[config.mk]
export PLATFORM = sky130hd
export DESIGN_NAME = scm_ctrl
export DESIGN_NICKNAME = d
export VERILOG_FILES = /design/src/design/scm_pkg.sv /design/src/design/scm_div_if.sv /design/src/design/scm_prescaler.sv /design/src/design/scm_ctrl.sv
export SDC_FILE = /design/constraint.sdc
export NUM_CORES = 1
export LEC_CHECK = 0
export BUFFER_PORTS_ARGS = -buffer_cell sky130_fd_sc_hd__buf_2
export CAP_MARGIN = 0
export CORE_MARGIN = 2
export CORE_UTILIZATION = 53
export CTS_CLUSTER_DIAMETER = 50
export DETAILED_ROUTE_END_ITERATION = 10
export PLACE_DENSITY = 0.8
export RECOVER_POWER = 100
export SETUP_SLACK_MARGIN = 0.15
export SLEW_MARGIN = 20
export SYNTH_ARGS = -nofsm -noshare
export SYNTH_HDL_FRONTEND = slang
export SYNTH_SLANG_ARGS = --single-unit
[constraint.sdc]
create_clock -name pclk -period 2.7 [get_ports pclk]
set_input_delay 0.135 -clock pclk [delete_from_list [all_inputs] [get_ports pclk]]
set_output_delay 0.135 -clock pclk [all_outputs]
set_load 0.05 [all_outputs]
[src/design/scm_pkg.sv]
// constants and types for the serial channel clock and mode control block
package scm_pkg;

	// register indices; byte address is four times the index
	localparam logic [15:0] SCM_IDX_CLK_SEL = 16'hFF43;
	localparam logic [15:0] SCM_IDX_MODE = 16'hFF60;
	localparam logic [15:0] SCM_IDX_AUX = 16'hFF61;
	localparam logic [15:0] SCM_IDX_SLV_ADDR = 16'hFF62;
	localparam int SCM_AW = 18;
	localparam logic [17:0] SCM_ADDR_CLK_SEL = {SCM_IDX_CLK_SEL, 2'b00};
	localparam logic [17:0] SCM_ADDR_MODE = {SCM_IDX_MODE, 2'b00};
	localparam logic [17:0] SCM_ADDR_AUX = {SCM_IDX_AUX, 2'b00};
	localparam logic [17:0] SCM_ADDR_SLV_ADDR = {SCM_IDX_SLV_ADDR, 2'b00};

	// reset values
	localparam logic [7:0] SCM_RST_CLK_SEL = 8'h88;
	localparam logic [7:0] SCM_RST_MODE = 8'h00;
	localparam logic [7:0] SCM_RST_SLV_ADDR = 8'h00;

	// mode register fields
	localparam int SCM_MODE_ENABLE = 7;
	localparam int SCM_MODE_MATCH = 6;
	localparam int SCM_MODE_WAKE = 5;
	localparam int SCM_MODE_OP_HI = 4;
	localparam int SCM_MODE_OP_LO = 2;
	localparam int SCM_MODE_SRC_HI = 1;
	localparam int SCM_MODE_SRC_LO = 0;

	// auxiliary register fields
	localparam int SCM_AUX_I2C = 0;
	localparam int SCM_AUX_TX_ONLY = 1;

	// clock select codes and divider geometry
	localparam logic [3:0] SCM_CODE_MIN = 4'h6;
	localparam logic [3:0] SCM_CODE_MAX = 4'hD;
	localparam logic [3:0] SCM_TAP_OFS_STD = 4'h5;
	localparam logic [3:0] SCM_TAP_OFS_I2C = 4'h1;
	localparam int SCM_PRE_W = 13;
	localparam int SCM_TDIV_W = 4;

	// clock source codes in the low two mode bits
	localparam logic [1:0] SCM_SRC_TIMER = 2'h2;
	localparam logic [1:0] SCM_SRC_PRESCALER = 2'h3;

	typedef enum logic [2:0] {
		SCM_OM_3W_MSB = 3'b000,
		SCM_OM_3W_LSB = 3'b001,
		SCM_OM_SBI = 3'b010,
		SCM_OM_2W = 3'b011,
		SCM_OM_I2C = 3'b100
	} scm_opmode_t;

endpackage

[src/design/scm_div_if.sv]
// carrier between the control logic and the prescaler
`timescale 1ns/10ps
interface scm_div_if;
	import scm_pkg::*;
	logic ce;
	logic clr;
	logic [SCM_PRE_W-1:0] cnt;
	modport ctl (output ce, output clr, input cnt);
	modport div (input ce, input clr, output cnt);
endinterface

[src/design/scm_prescaler.sv]
// free running divider of the main clock
`timescale 1ns/10ps
module scm_prescaler
	import scm_pkg::*;
(
	input wire logic pclk,
	input wire logic presetn,
	scm_div_if.div dv
);

	typedef struct packed {
		logic [SCM_PRE_W-1:0] cnt;
	} scm_pre_state_t;

	scm_pre_state_t s_r;
	scm_pre_state_t s_nxt;

	always_comb begin
		s_nxt = s_r;
		if (dv.clr) begin
			// clean restart so the new tap starts from a known phase
			s_nxt.cnt = '0;
		end else begin
			s_nxt.cnt = s_r.cnt + 1'b1;
		end
	end

	always_ff @(posedge pclk or negedge presetn) begin
		if (!presetn) begin
			s_r <= '0;
		end else if (dv.ce) begin
			s_r <= s_nxt;
		end
	end

	assign dv.cnt = s_r.cnt;

endmodule

[src/design/scm_ctrl.sv]
// serial channel clock select and channel 0 mode control, apb slave
//
// Behaviour
// single-channel variant: software writes top bits 1000
// low nibble codes 6..13 give fx/4..fx/512
// i2c mode: same codes give fx/64..fx/8192
// divide-by-four only at low main clock
// upper nibble selects channel 1 clock likewise
// software stops transfer before changing clock select
// low mode bits select external, timer, prescaler
// timer source in i2c divided by sixteen
// mode bits pick 3-wire order, sbi, 2-wire
// 2-wire/i2c: clock and data open-drain, other freed
// wake-up clear: interrupt after every transfer
// sbi wake-up: interrupt on matched address after release
// i2c wake-up: interrupt on matched address after command
// software clears interrupt cause bit before wake-up
// no shift register write during wake-up
// match flag compares addresses, zero when disabled
// match flag is read only
// enable bit starts and stops channel 0
// software stops channel before changing mode
// 3-wire transmit-only frees serial input pin
// prescaler free runs, restarts on code change; the code restarts on any clock select write while channel 0 is disabled
`timescale 1ns/10ps
module scm_ctrl
	import scm_pkg::*;
(
	input wire logic pclk,
	input wire logic presetn,
	input wire logic clk_en,
	input wire logic psel,
	input wire logic penable,
	input wire logic pwrite,
	input wire logic [SCM_AW-1:0] paddr,
	input wire logic [31:0] pwdata,
	output logic [31:0] prdata,
	output logic pready,
	output logic pslverr,
	input wire logic ext_sck_in,
	input wire logic timer_two_output,
	input wire logic [7:0] ch0_shift_register,
	input wire logic transfer_done,
	input wire logic command_detect_flag,
	input wire logic bus_release_detect_flag,
	output logic ch0_serial_clock,
	output logic ch1_serial_clock,
	output logic msb_first,
	output logic sck_open_drain,
	output logic line_a_open_drain,
	output logic line_b_open_drain,
	output logic line_a_port,
	output logic line_b_port,
	output logic xfer_irq
);

	typedef struct packed {
		logic [7:0] clk_sel;
		logic [7:0] mode;
		logic i2c_sel;
		logic tx_only;
		logic [7:0] slv_addr;
		logic match;
		logic irq;
		logic [SCM_TDIV_W-1:0] tdiv;
		logic tm_prev;
		logic ch0_clk;
		logic ch1_clk;
		scm_opmode_t opmode;
		logic msb_first;
		logic sck_od;
		logic la_od;
		logic lb_od;
		logic la_port;
		logic lb_port;
		logic pready;
		logic pslverr;
		logic [31:0] prdata;
	} scm_state_t;

	localparam scm_state_t SCM_STATE_RST = '{
		clk_sel: SCM_RST_CLK_SEL,
		mode: SCM_RST_MODE,
		i2c_sel: 1'b0,
		tx_only: 1'b0,
		slv_addr: SCM_RST_SLV_ADDR,
		match: 1'b0,
		irq: 1'b0,
		tdiv: '0,
		tm_prev: 1'b0,
		ch0_clk: 1'b0,
		ch1_clk: 1'b0,
		opmode: SCM_OM_3W_MSB,
		msb_first: 1'b1,
		sck_od: 1'b0,
		la_od: 1'b0,
		lb_od: 1'b0,
		la_port: 1'b1,
		lb_port: 1'b1,
		pready: 1'b0,
		pslverr: 1'b0,
		prdata: '0
	};

	scm_state_t s_r;
	scm_state_t s_nxt;
	scm_div_if div_bus ();

	// tap of the prescaler for a code; bit 4 flags a legal code
	function automatic logic [4:0] clk_tap(input logic [3:0] code,
		input logic i2c);
		logic [3:0] ofs;
		ofs = i2c ? SCM_TAP_OFS_I2C : SCM_TAP_OFS_STD;
		if (code >= SCM_CODE_MIN && code <= SCM_CODE_MAX) begin
			clk_tap = {1'b1, code - ofs};
		end else begin
			clk_tap = 5'h00;
		end
	endfunction

	// selected prescaler bit; prohibited codes hold the clock low
	function automatic logic tap_level(input logic [4:0] tap,
		input logic [SCM_PRE_W-1:0] cnt);
		tap_level = tap[4] ? cnt[tap[3:0]] : 1'b0;
	endfunction

	function automatic logic addr_mapped(input logic [SCM_AW-1:0] a);
		addr_mapped = (a == SCM_ADDR_CLK_SEL) || (a == SCM_ADDR_MODE) ||
			(a == SCM_ADDR_AUX) || (a == SCM_ADDR_SLV_ADDR);
	endfunction

	logic enable;
	logic i2c_active;
	logic addr_eq;
	logic src_clk;
	logic tm_rise;
	logic wr_cyc;
	logic [7:0] rd_byte;
	logic [2:0] op_bits;

	assign enable = s_r.mode[SCM_MODE_ENABLE];
	assign i2c_active = (s_r.opmode == SCM_OM_I2C);
	assign addr_eq = (s_r.slv_addr == ch0_shift_register);
	assign tm_rise = timer_two_output && !s_r.tm_prev;
	assign op_bits = s_r.mode[SCM_MODE_OP_HI:SCM_MODE_OP_LO];
	assign wr_cyc = psel && penable && s_r.pready && pwrite &&
		!s_r.pslverr;

	always_comb begin
		case (paddr)
			SCM_ADDR_CLK_SEL: rd_byte = s_r.clk_sel;
			// match flag is read from live state, not from storage
			SCM_ADDR_MODE: rd_byte = {s_r.mode[SCM_MODE_ENABLE], s_r.match,
				s_r.mode[SCM_MODE_WAKE:0]};
			SCM_ADDR_AUX: rd_byte = {6'h00, s_r.tx_only, s_r.i2c_sel};
			SCM_ADDR_SLV_ADDR: rd_byte = s_r.slv_addr;
			default: rd_byte = 8'h00;
		endcase
	end

	always_comb begin
		case (s_r.mode[SCM_MODE_SRC_HI:SCM_MODE_SRC_LO])
			SCM_SRC_TIMER: begin
				src_clk = i2c_active ? s_r.tdiv[SCM_TDIV_W-1] :
					timer_two_output;
			end
			SCM_SRC_PRESCALER: begin
				src_clk = tap_level(clk_tap(s_r.clk_sel[3:0], i2c_active),
					div_bus.cnt);
			end
			default: src_clk = ext_sck_in;
		endcase
	end

	assign div_bus.ce = clk_en;
	// restart only while stopped so a running transfer sees no glitch
	assign div_bus.clr = wr_cyc && (paddr == SCM_ADDR_CLK_SEL) &&
		!enable;

	always_comb begin
		s_nxt = s_r;
		s_nxt.pready = 1'b0;
		s_nxt.pslverr = 1'b0;
		s_nxt.irq = 1'b0;

		// zero wait state: answer is ready in the first access cycle
		if (psel && !penable && !s_r.pready) begin
			s_nxt.pready = 1'b1;
			s_nxt.pslverr = !addr_mapped(paddr);
			s_nxt.prdata = {24'h000000, rd_byte};
		end

		if (wr_cyc) begin
			case (paddr)
				SCM_ADDR_CLK_SEL: s_nxt.clk_sel = pwdata[7:0];
				SCM_ADDR_MODE: begin
					s_nxt.mode = pwdata[7:0];
					s_nxt.mode[SCM_MODE_MATCH] = 1'b0;
				end
				SCM_ADDR_AUX: begin
					s_nxt.i2c_sel = pwdata[SCM_AUX_I2C];
					s_nxt.tx_only = pwdata[SCM_AUX_TX_ONLY];
				end
				SCM_ADDR_SLV_ADDR: s_nxt.slv_addr = pwdata[7:0];
				default: s_nxt.slv_addr = s_r.slv_addr;
			endcase
		end

		// operating mode decode
		case (op_bits)
			3'b000, 3'b010: s_nxt.opmode = SCM_OM_3W_MSB;
			3'b001, 3'b011: s_nxt.opmode = SCM_OM_3W_LSB;
			3'b100, 3'b101: s_nxt.opmode = SCM_OM_SBI;
			3'b110, 3'b111: begin
				s_nxt.opmode = s_r.i2c_sel ? SCM_OM_I2C : SCM_OM_2W;
			end
			default: s_nxt.opmode = SCM_OM_3W_MSB;
		endcase

		// pin roles; bit 2 picks which data line is the bus line
		s_nxt.msb_first = (s_r.opmode != SCM_OM_3W_LSB);
		case (s_r.opmode)
			SCM_OM_3W_MSB, SCM_OM_3W_LSB: begin
				s_nxt.sck_od = 1'b0;
				s_nxt.la_od = 1'b0;
				s_nxt.lb_od = 1'b0;
				s_nxt.la_port = s_r.tx_only;
				s_nxt.lb_port = 1'b0;
			end
			SCM_OM_SBI: begin
				s_nxt.sck_od = 1'b0;
				s_nxt.la_od = op_bits[0];
				s_nxt.lb_od = !op_bits[0];
				s_nxt.la_port = !op_bits[0];
				s_nxt.lb_port = op_bits[0];
			end
			SCM_OM_2W, SCM_OM_I2C: begin
				s_nxt.sck_od = 1'b1;
				s_nxt.la_od = op_bits[0];
				s_nxt.lb_od = !op_bits[0];
				s_nxt.la_port = !op_bits[0];
				s_nxt.lb_port = op_bits[0];
			end
			default: begin
				s_nxt.sck_od = 1'b0;
				s_nxt.la_od = 1'b0;
				s_nxt.lb_od = 1'b0;
				s_nxt.la_port = 1'b1;
				s_nxt.lb_port = 1'b1;
			end
		endcase

		// timer source divider, only counts while the channel runs
		s_nxt.tm_prev = timer_two_output;
		if (!enable) begin
			s_nxt.tdiv = '0;
		end else if (tm_rise) begin
			s_nxt.tdiv = s_r.tdiv + 1'b1;
		end

		s_nxt.ch0_clk = enable && src_clk;
		s_nxt.ch1_clk = tap_level(clk_tap(s_r.clk_sel[7:4], 1'b0),
			div_bus.cnt);
		s_nxt.match = enable && addr_eq;

		if (enable && transfer_done) begin
			if (!s_r.mode[SCM_MODE_WAKE]) begin
				s_nxt.irq = 1'b1;
			end else if (s_r.opmode == SCM_OM_SBI) begin
				s_nxt.irq = addr_eq && command_detect_flag &&
					bus_release_detect_flag;
			end else if (s_r.opmode == SCM_OM_I2C) begin
				s_nxt.irq = addr_eq && command_detect_flag;
			end
		end

		if (!enable) begin
			// a stopped channel hands every data pin back to the port
			s_nxt.la_port = 1'b1;
			s_nxt.lb_port = 1'b1;
			s_nxt.la_od = 1'b0;
			s_nxt.lb_od = 1'b0;
		end
	end

	always_ff @(posedge pclk or negedge presetn) begin
		if (!presetn) begin
			s_r <= SCM_STATE_RST;
		end else if (clk_en) begin
			s_r <= s_nxt;
		end
	end

	scm_prescaler u_pre (
		.pclk(pclk),
		.presetn(presetn),
		.dv(div_bus.div)
	);

	assign prdata = s_r.prdata;
	assign pready = s_r.pready;
	assign pslverr = s_r.pslverr;
	assign ch0_serial_clock = s_r.ch0_clk;
	assign ch1_serial_clock = s_r.ch1_clk;
	assign msb_first = s_r.msb_first;
	assign sck_open_drain = s_r.sck_od;
	assign line_a_open_drain = s_r.la_od;
	assign line_b_open_drain = s_r.lb_od;
	assign line_a_port = s_r.la_port;
	assign line_b_port = s_r.lb_port;
	assign xfer_irq = s_r.irq;

endmodule

Word level (Yosys, flattened, before mapping):

Cells that the tools add are included.

* $add $sub $neg: 4
* $lt $le $gt $ge: 6
* eq/ne operators: 20
* mux-type cells: 25
* reductions and logical operators: 40

Operators by type and width (count)
* $eq 18x18->1 const B: 4
* $mux 34: 1
* $pmux 8 s4: 1
* $logic_and 1x1->1: 16
* $eq 3x3->1 const B: 5
* $mux 5: 3
* $pmux 5 s3: 1
* $add 13x1->13 const B: 1
* $mux 13: 1
* $eq 3x2->1 const B: 4
* $mux 4: 3
* $pmux 3 s4: 1
* $reduce_and 3->1: 4
* $reduce_or 2->1: 6
* $lt 4x5->1 const B: 2
* $mux 1: 9
* $bmux 1 s4: 2
* $eq 8x8->1: 1
* $ge 4x3->1 const B: 2
* $le 4x4->1 const B: 2
* $logic_not 1->1: 7
* $eq 3x1->1 const B: 2
* $logic_not 3->1: 2
* $mux 3: 2
* other kinds (9): 13

* register bits: 66
* input bits: 69

Depth between registers and ports, before layout:

* depth in word-level cells: 10
* gate-level depth with buffers: 9
* depth with buffers taken out: 7

Modules after synthesis:

From an unflattened synthesis, not the netlist that was laid out.

* cells, all modules: 414
* area total of the unflattened synthesis: 4227.8 um2

Modules (own cells, without submodules)
* scm_ctrl: times used 1, cells an instance 343, area an instance 3510.9 um2, sequential area each 1332.5 um2
* scm_prescaler: times used 1, cells an instance 71, area an instance 716.9 um2, sequential area each 325.3 um2

Least setup slack after synthesis:

No wires, ideal clock.

* path kind: register to register
* start: reg s_r[74] (netlist bit)
* end: reg s_r, in the netlist ch1_serial_clock
* arrival: 2.151 ns
* data required time: 2.571 ns
* setup slack: 0.420 ns
* stages on the path, launching flop included: 10
* clock period less this slack: 2.280 ns
* cells stage by stage: dfrtp_1 -> clkbuf_1 -> inv_1 -> ha_1 -> clkbuf_1 -> mux2_2 -> a2111oi_0 -> a211oi_1 -> o32ai_1 -> a21oi_1

* longest elaborated chain between the ends: 6
* elaborated cells between the ends (all ways): 8
* classes of those cells: 1 x add/sub; 2 x order compare; 4 x mux; 1 x reduce/logical

RTL lines
* start, declared: RTL line scm_ctrl.sv:105 `scm_state_t s_r;`
* start signal, assigned: RTL line scm_ctrl.sv:290 `s_r <= s_nxt;`
* $ge 4x3->1 or $le 4x4->1 (tied branches): RTL line scm_ctrl.sv:114 `if (code >= SCM_CODE_MIN && code <= SCM_CODE_MAX) begin`
* $logic_and 1x1->1: RTL line scm_ctrl.sv:114
* $mux 5 *: RTL line scm_ctrl.sv:114
* $bmux 1 s4: RTL line scm_ctrl.sv:124 `tap_level = tap[4] ? cnt[tap[3:0]] : 1'b0;`
* $mux 1 (not written as such): RTL line scm_ctrl.sv:124
* $mux 1 *: RTL line scm_ctrl.sv:124

Every way passes the cells marked *; elsewhere a longest branch is shown, timed or not. The select of a mux whose other input is x is not followed.
A chain may end at the register's enable or synchronous reset.

Worst setup path after layout:

* start: reg s_r[75] (netlist bit)
* end: reg s_r, in the netlist ch1_serial_clock

Same word-level chain as after synthesis.

==> impl_metrics.tcl <==
set metrics [dict create \
    cts.path.max_buffers 2 \
    clock_insertion_delay_worst_skew_ns 0.34 \
    synth_ff_type "sky130_fd_sc_hd__dfrtp_1" \
    leakagePower_nw 2.04 \
    reg2regPathDepth 7 \
    buffer_ports.inserted 63 \
    grt_start_max_net_pins 67 \
    via_count_of_the_first_global_routing_pass 3302 \
    drt_pass1_iterations 5 \
    die_area_mm2 0.00869 \
    groute.usage.overall 0.231 \
    postCtsSetupBuffers 0 \
    initial_utilization 0.546 \
    detailed_route_wire_length_um 9540 \
    fin_nets 553 \
    timing_hold_violations_final 0 \
    pwr_density_cell_mw_per_mm2 508 \
    netlist_instances 424 \
    post-route-util 0.592 \
    timing.final.ws_setup_ns 0.378 \
    synth-edff-count 0 \
    crit_path_end_kind "flip-flop" \
    placed_cell_area_mm2 0.00445 \
    antenna_violation_net_count_after_detailed_routing 0 \
    drt_drc_violations_left 0 \
    worstMarginPinSlew_ns 1.62 \
    ys_async_sr_fraction 1.00 \
    finalSetupViolations 0 \
    synth.cells.most_frequent "sky130_fd_sc_hd__dfrtp_1 (61), sky130_fd_sc_hd__buf_4 (32), sky130_fd_sc_hd__nand2_1 (32)" \
    yosysTopAreaCellShare 0.362 \
    finish.instance_area_mm2 0.00458 \
    timing.final.crit_period_ns 2.32 \
    area_growth_pct 8.42 \
    vias 3306 \
    grt_setup_unrepaired "no" \
    synth.cell_area_mm2 0.00422 \
    die_y_um 93.2 \
    antenna_violations_before_repair 0 \
    maxSlewViolCount 67 \
    floorplan.core_area_mm2 0.00773 \
    fp-row-count 32 \
    dp_hpwl_um 6890 \
    category_of_the_worst_setup_path_launch_point "flip-flop" \
    tritoncts "yes" \
    max_slew_margin -0.0769 \
    n_antenna_cell 0 \
    cts_sinks 66 \
    yosysTopAreaCell "sky130_fd_sc_hd__dfrtp_1" \
    synth-warning-count 0 \
    timing.hold.ws_ns 0.0265 \
    timing.setup.tns_ns 0 \
    mean_post_synth_cell_area_um2 9.95 \
    critPathRequiredTime_ns 2.92 \
    die-width_um 93.2 \
    vdd.ir_drop.worst_mv 0.339 \
    proportion_of_layout_cells_with_a_drive_suffix_above_1 0.219 \
    violations_in_the_final_reports "max-capacitance violations, max-slew violations" \
    synth_seq_cells 66 \
    max_freq_mhz 431 \
    wl_per_cell_um 16.4 \
    numCtsBuffers 9 \
    globalRouteOverflowTotal 0 \
    status "finished, violations left" \
    pre_cts_ws_ns 0.453 \
    ys_top_cells_by_area "sky130_fd_sc_hd__dfrtp_1 (36%), sky130_fd_sc_hd__mux2_2 (5.9%), sky130_fd_sc_hd__buf_4 (5.7%), sky130_fd_sc_hd__mux2i_1 (3.3%), sky130_fd_sc_hd__xor2_1 (3.3%)" \
    worst_setup_hold_path_clk_slew_ns 0.07 \
    top_level_ports 112 \
    finalCritPeriodShare 0.860 \
    synth_most_common_cell "sky130_fd_sc_hd__dfrtp_1" \
    synth-seq-area-share 0.393 \
    max_cap_violations 1 \
    fin_worst_skew_ns 0.0117 \
    maximum_fanout_count_along_the_critical_path 7 \
    min_delay_path_depth 2 \
    hp-class "in2reg" \
    worst-setup-path-type "reg2reg" \
    initial_drc_count 261 \
    gp_routability_congestion 0.926 \
    clock_tree.root_cell "sky130_fd_sc_hd__clkbuf_8" \
    detail_route.vias_per_cell 5.68 \
    h-tree-depth 3 \
    post_synth_num_cell_types 72 \
    cp_data_arrival_time_ns 2.54 \
    grt_first_pass_wirelength_um 15900 \
]
## power by group
group / switching [mW] / internal [mW] / leakage (nW)
registers: 0.0760 / 1.04 / 0.887
clock network: 0.415 / 0.463 / 0.104
logic: 0.226 / 0.105 / 1.05
total: 0.718 / 1.61 / 2.04
## sequential cells by signal, summed over array words and instances (netlist names), 3 cells and up
name and cells:
u_pre.dv.cnt 13, s_r 30, prdata 8, op_bits 3
## path summary, 6_finish.rpt
check | slack (ns) | startpoint | to
max | 0.38 | s_r[75]$_DFFE_PN0P_ | ch1_serial_clock$_DFFE_PN0P_
max in group asynchronous | 0.92 | presetn | u_pre.dv.cnt[3]$_DFFE_PN0P_
min in group asynchronous | 0.82 | presetn | prdata[4]$_DFFE_PN0P_
max reg2reg | 0.38 | s_r[75]$_DFFE_PN0P_ | ch1_serial_clock$_DFFE_PN0P_
min reg2reg | 0.49 | prdata[7]$_DFFE_PN0P_ | prdata[7]$_DFFE_PN0P_
min | 0.03 | pwdata[6] | s_r[58]$_DFFE_PN0P_
## cell usage in the layout, fill, tap and decap left out, types with 3 or more instances in the layout
cell | Yosys | layout
sky130_fd_sc_hd__a211oi_1 | 3 | 4
sky130_fd_sc_hd__o21ai_0 | 17 | 25
sky130_fd_sc_hd__inv_6 | 0 | 3
sky130_fd_sc_hd__and4_1 | 3 | 3
sky130_fd_sc_hd__inv_1 | 19 | 19
sky130_fd_sc_hd__and4bb_2 | 3 | 3
sky130_fd_sc_hd__o2bb2ai_1 | 4 | 4
sky130_fd_sc_hd__nand2_1 | 32 | 34
sky130_fd_sc_hd__nor3_1 | 6 | 6
sky130_fd_sc_hd__xor2_1 | 16 | 16
sky130_fd_sc_hd__nor4_1 | 3 | 3
sky130_fd_sc_hd__mux2i_1 | 14 | 14
sky130_fd_sc_hd__nand3_1 | 12 | 13
sky130_fd_sc_hd__a22oi_1 | 6 | 6
sky130_fd_sc_hd__dfrtp_1 | 61 | 61
sky130_fd_sc_hd__buf_2 | 4 | 43
sky130_fd_sc_hd__a22o_1 | 11 | 11
sky130_fd_sc_hd__clkbuf_1 | 11 | 21
sky130_fd_sc_hd__ha_1 | 9 | 9
sky130_fd_sc_hd__a21oi_1 | 11 | 11
sky130_fd_sc_hd__dfstp_2 | 5 | 5
sky130_fd_sc_hd__and3_1 | 4 | 4
sky130_fd_sc_hd__xnor2_1 | 6 | 6
sky130_fd_sc_hd__clkbuf_8 | 0 | 10
sky130_fd_sc_hd__mux2_1 | 0 | 7
sky130_fd_sc_hd__nand3b_1 | 3 | 3
sky130_fd_sc_hd__nor2_1 | 25 | 25
sky130_fd_sc_hd__nor2b_1 | 5 | 5
sky130_fd_sc_hd__mux2_2 | 22 | 22
sky130_fd_sc_hd__conb_1 | 1 | 24
sky130_fd_sc_hd__nand4_1 | 6 | 6
sky130_fd_sc_hd__o211ai_1 | 5 | 5
## layer usage
layer / wire, um / vias up / share of wire / global-route usage
met4: 249 / 0 / 0.026 / 0.109
met3: 509 / 23 / 0.053 / 0.0363
li1: - / 1581 / - / -
met5: 0 / - / 0 / 0
met1: 4180 / 1570 / 0.44 / 0.305
met2: 4600 / 132 / 0.48 / 0.373
## metrics by stage
stage	std cells	power, mW
after floorplan	447	1.37
after global placement	565	1.45
after detailed placement	565	1.46
after CTS	582	2.34
after global routing	582	2.43
final	582	2.32
## worst max-delay path, cell delays in order, from the launching register on
cell,delay [ns]
sky130_fd_sc_hd__dfrtp_1,0.46
sky130_fd_sc_hd__inv_1,0.12
sky130_fd_sc_hd__ha_1,0.24
sky130_fd_sc_hd__and4bb_2,0.30
sky130_fd_sc_hd__a211oi_1,0.36
sky130_fd_sc_hd__mux2_2,0.39
sky130_fd_sc_hd__o32ai_1,0.28
sky130_fd_sc_hd__a21oi_1,0.07
## layout make-up
class	count	area (um2)
timing repair buffer	68	324
clock buffer	10	138
inverter	20	75.1
clock inverter	6	72.6
tap	102	128
multi-input combinational	310	2180
sequential	66	1660
fill	675	3150
## repair_timing
| action | CTS | global route |
|---|---|---|
| resized for setup | 0 | 0 |
| hold buffers | 1 | 0 |
| endpoints found under the hold margin | 21 | 0 |
## logic make-up (layout without fill, tap and decap cells)
family,Yosys count,count (layout),synth area share
xor+xnor,22,22,0.0457
simple gates,123,123,0.168
other cells,1,24,0.000889
mux,45,45,0.126
fa+ha+maj,9,9,0.0267
buf+inv,71,104,0.0966
flops,66,66,0.393
compound gates,87,87,0.144
Note: power is estimated with default switching activity, not from simulation.
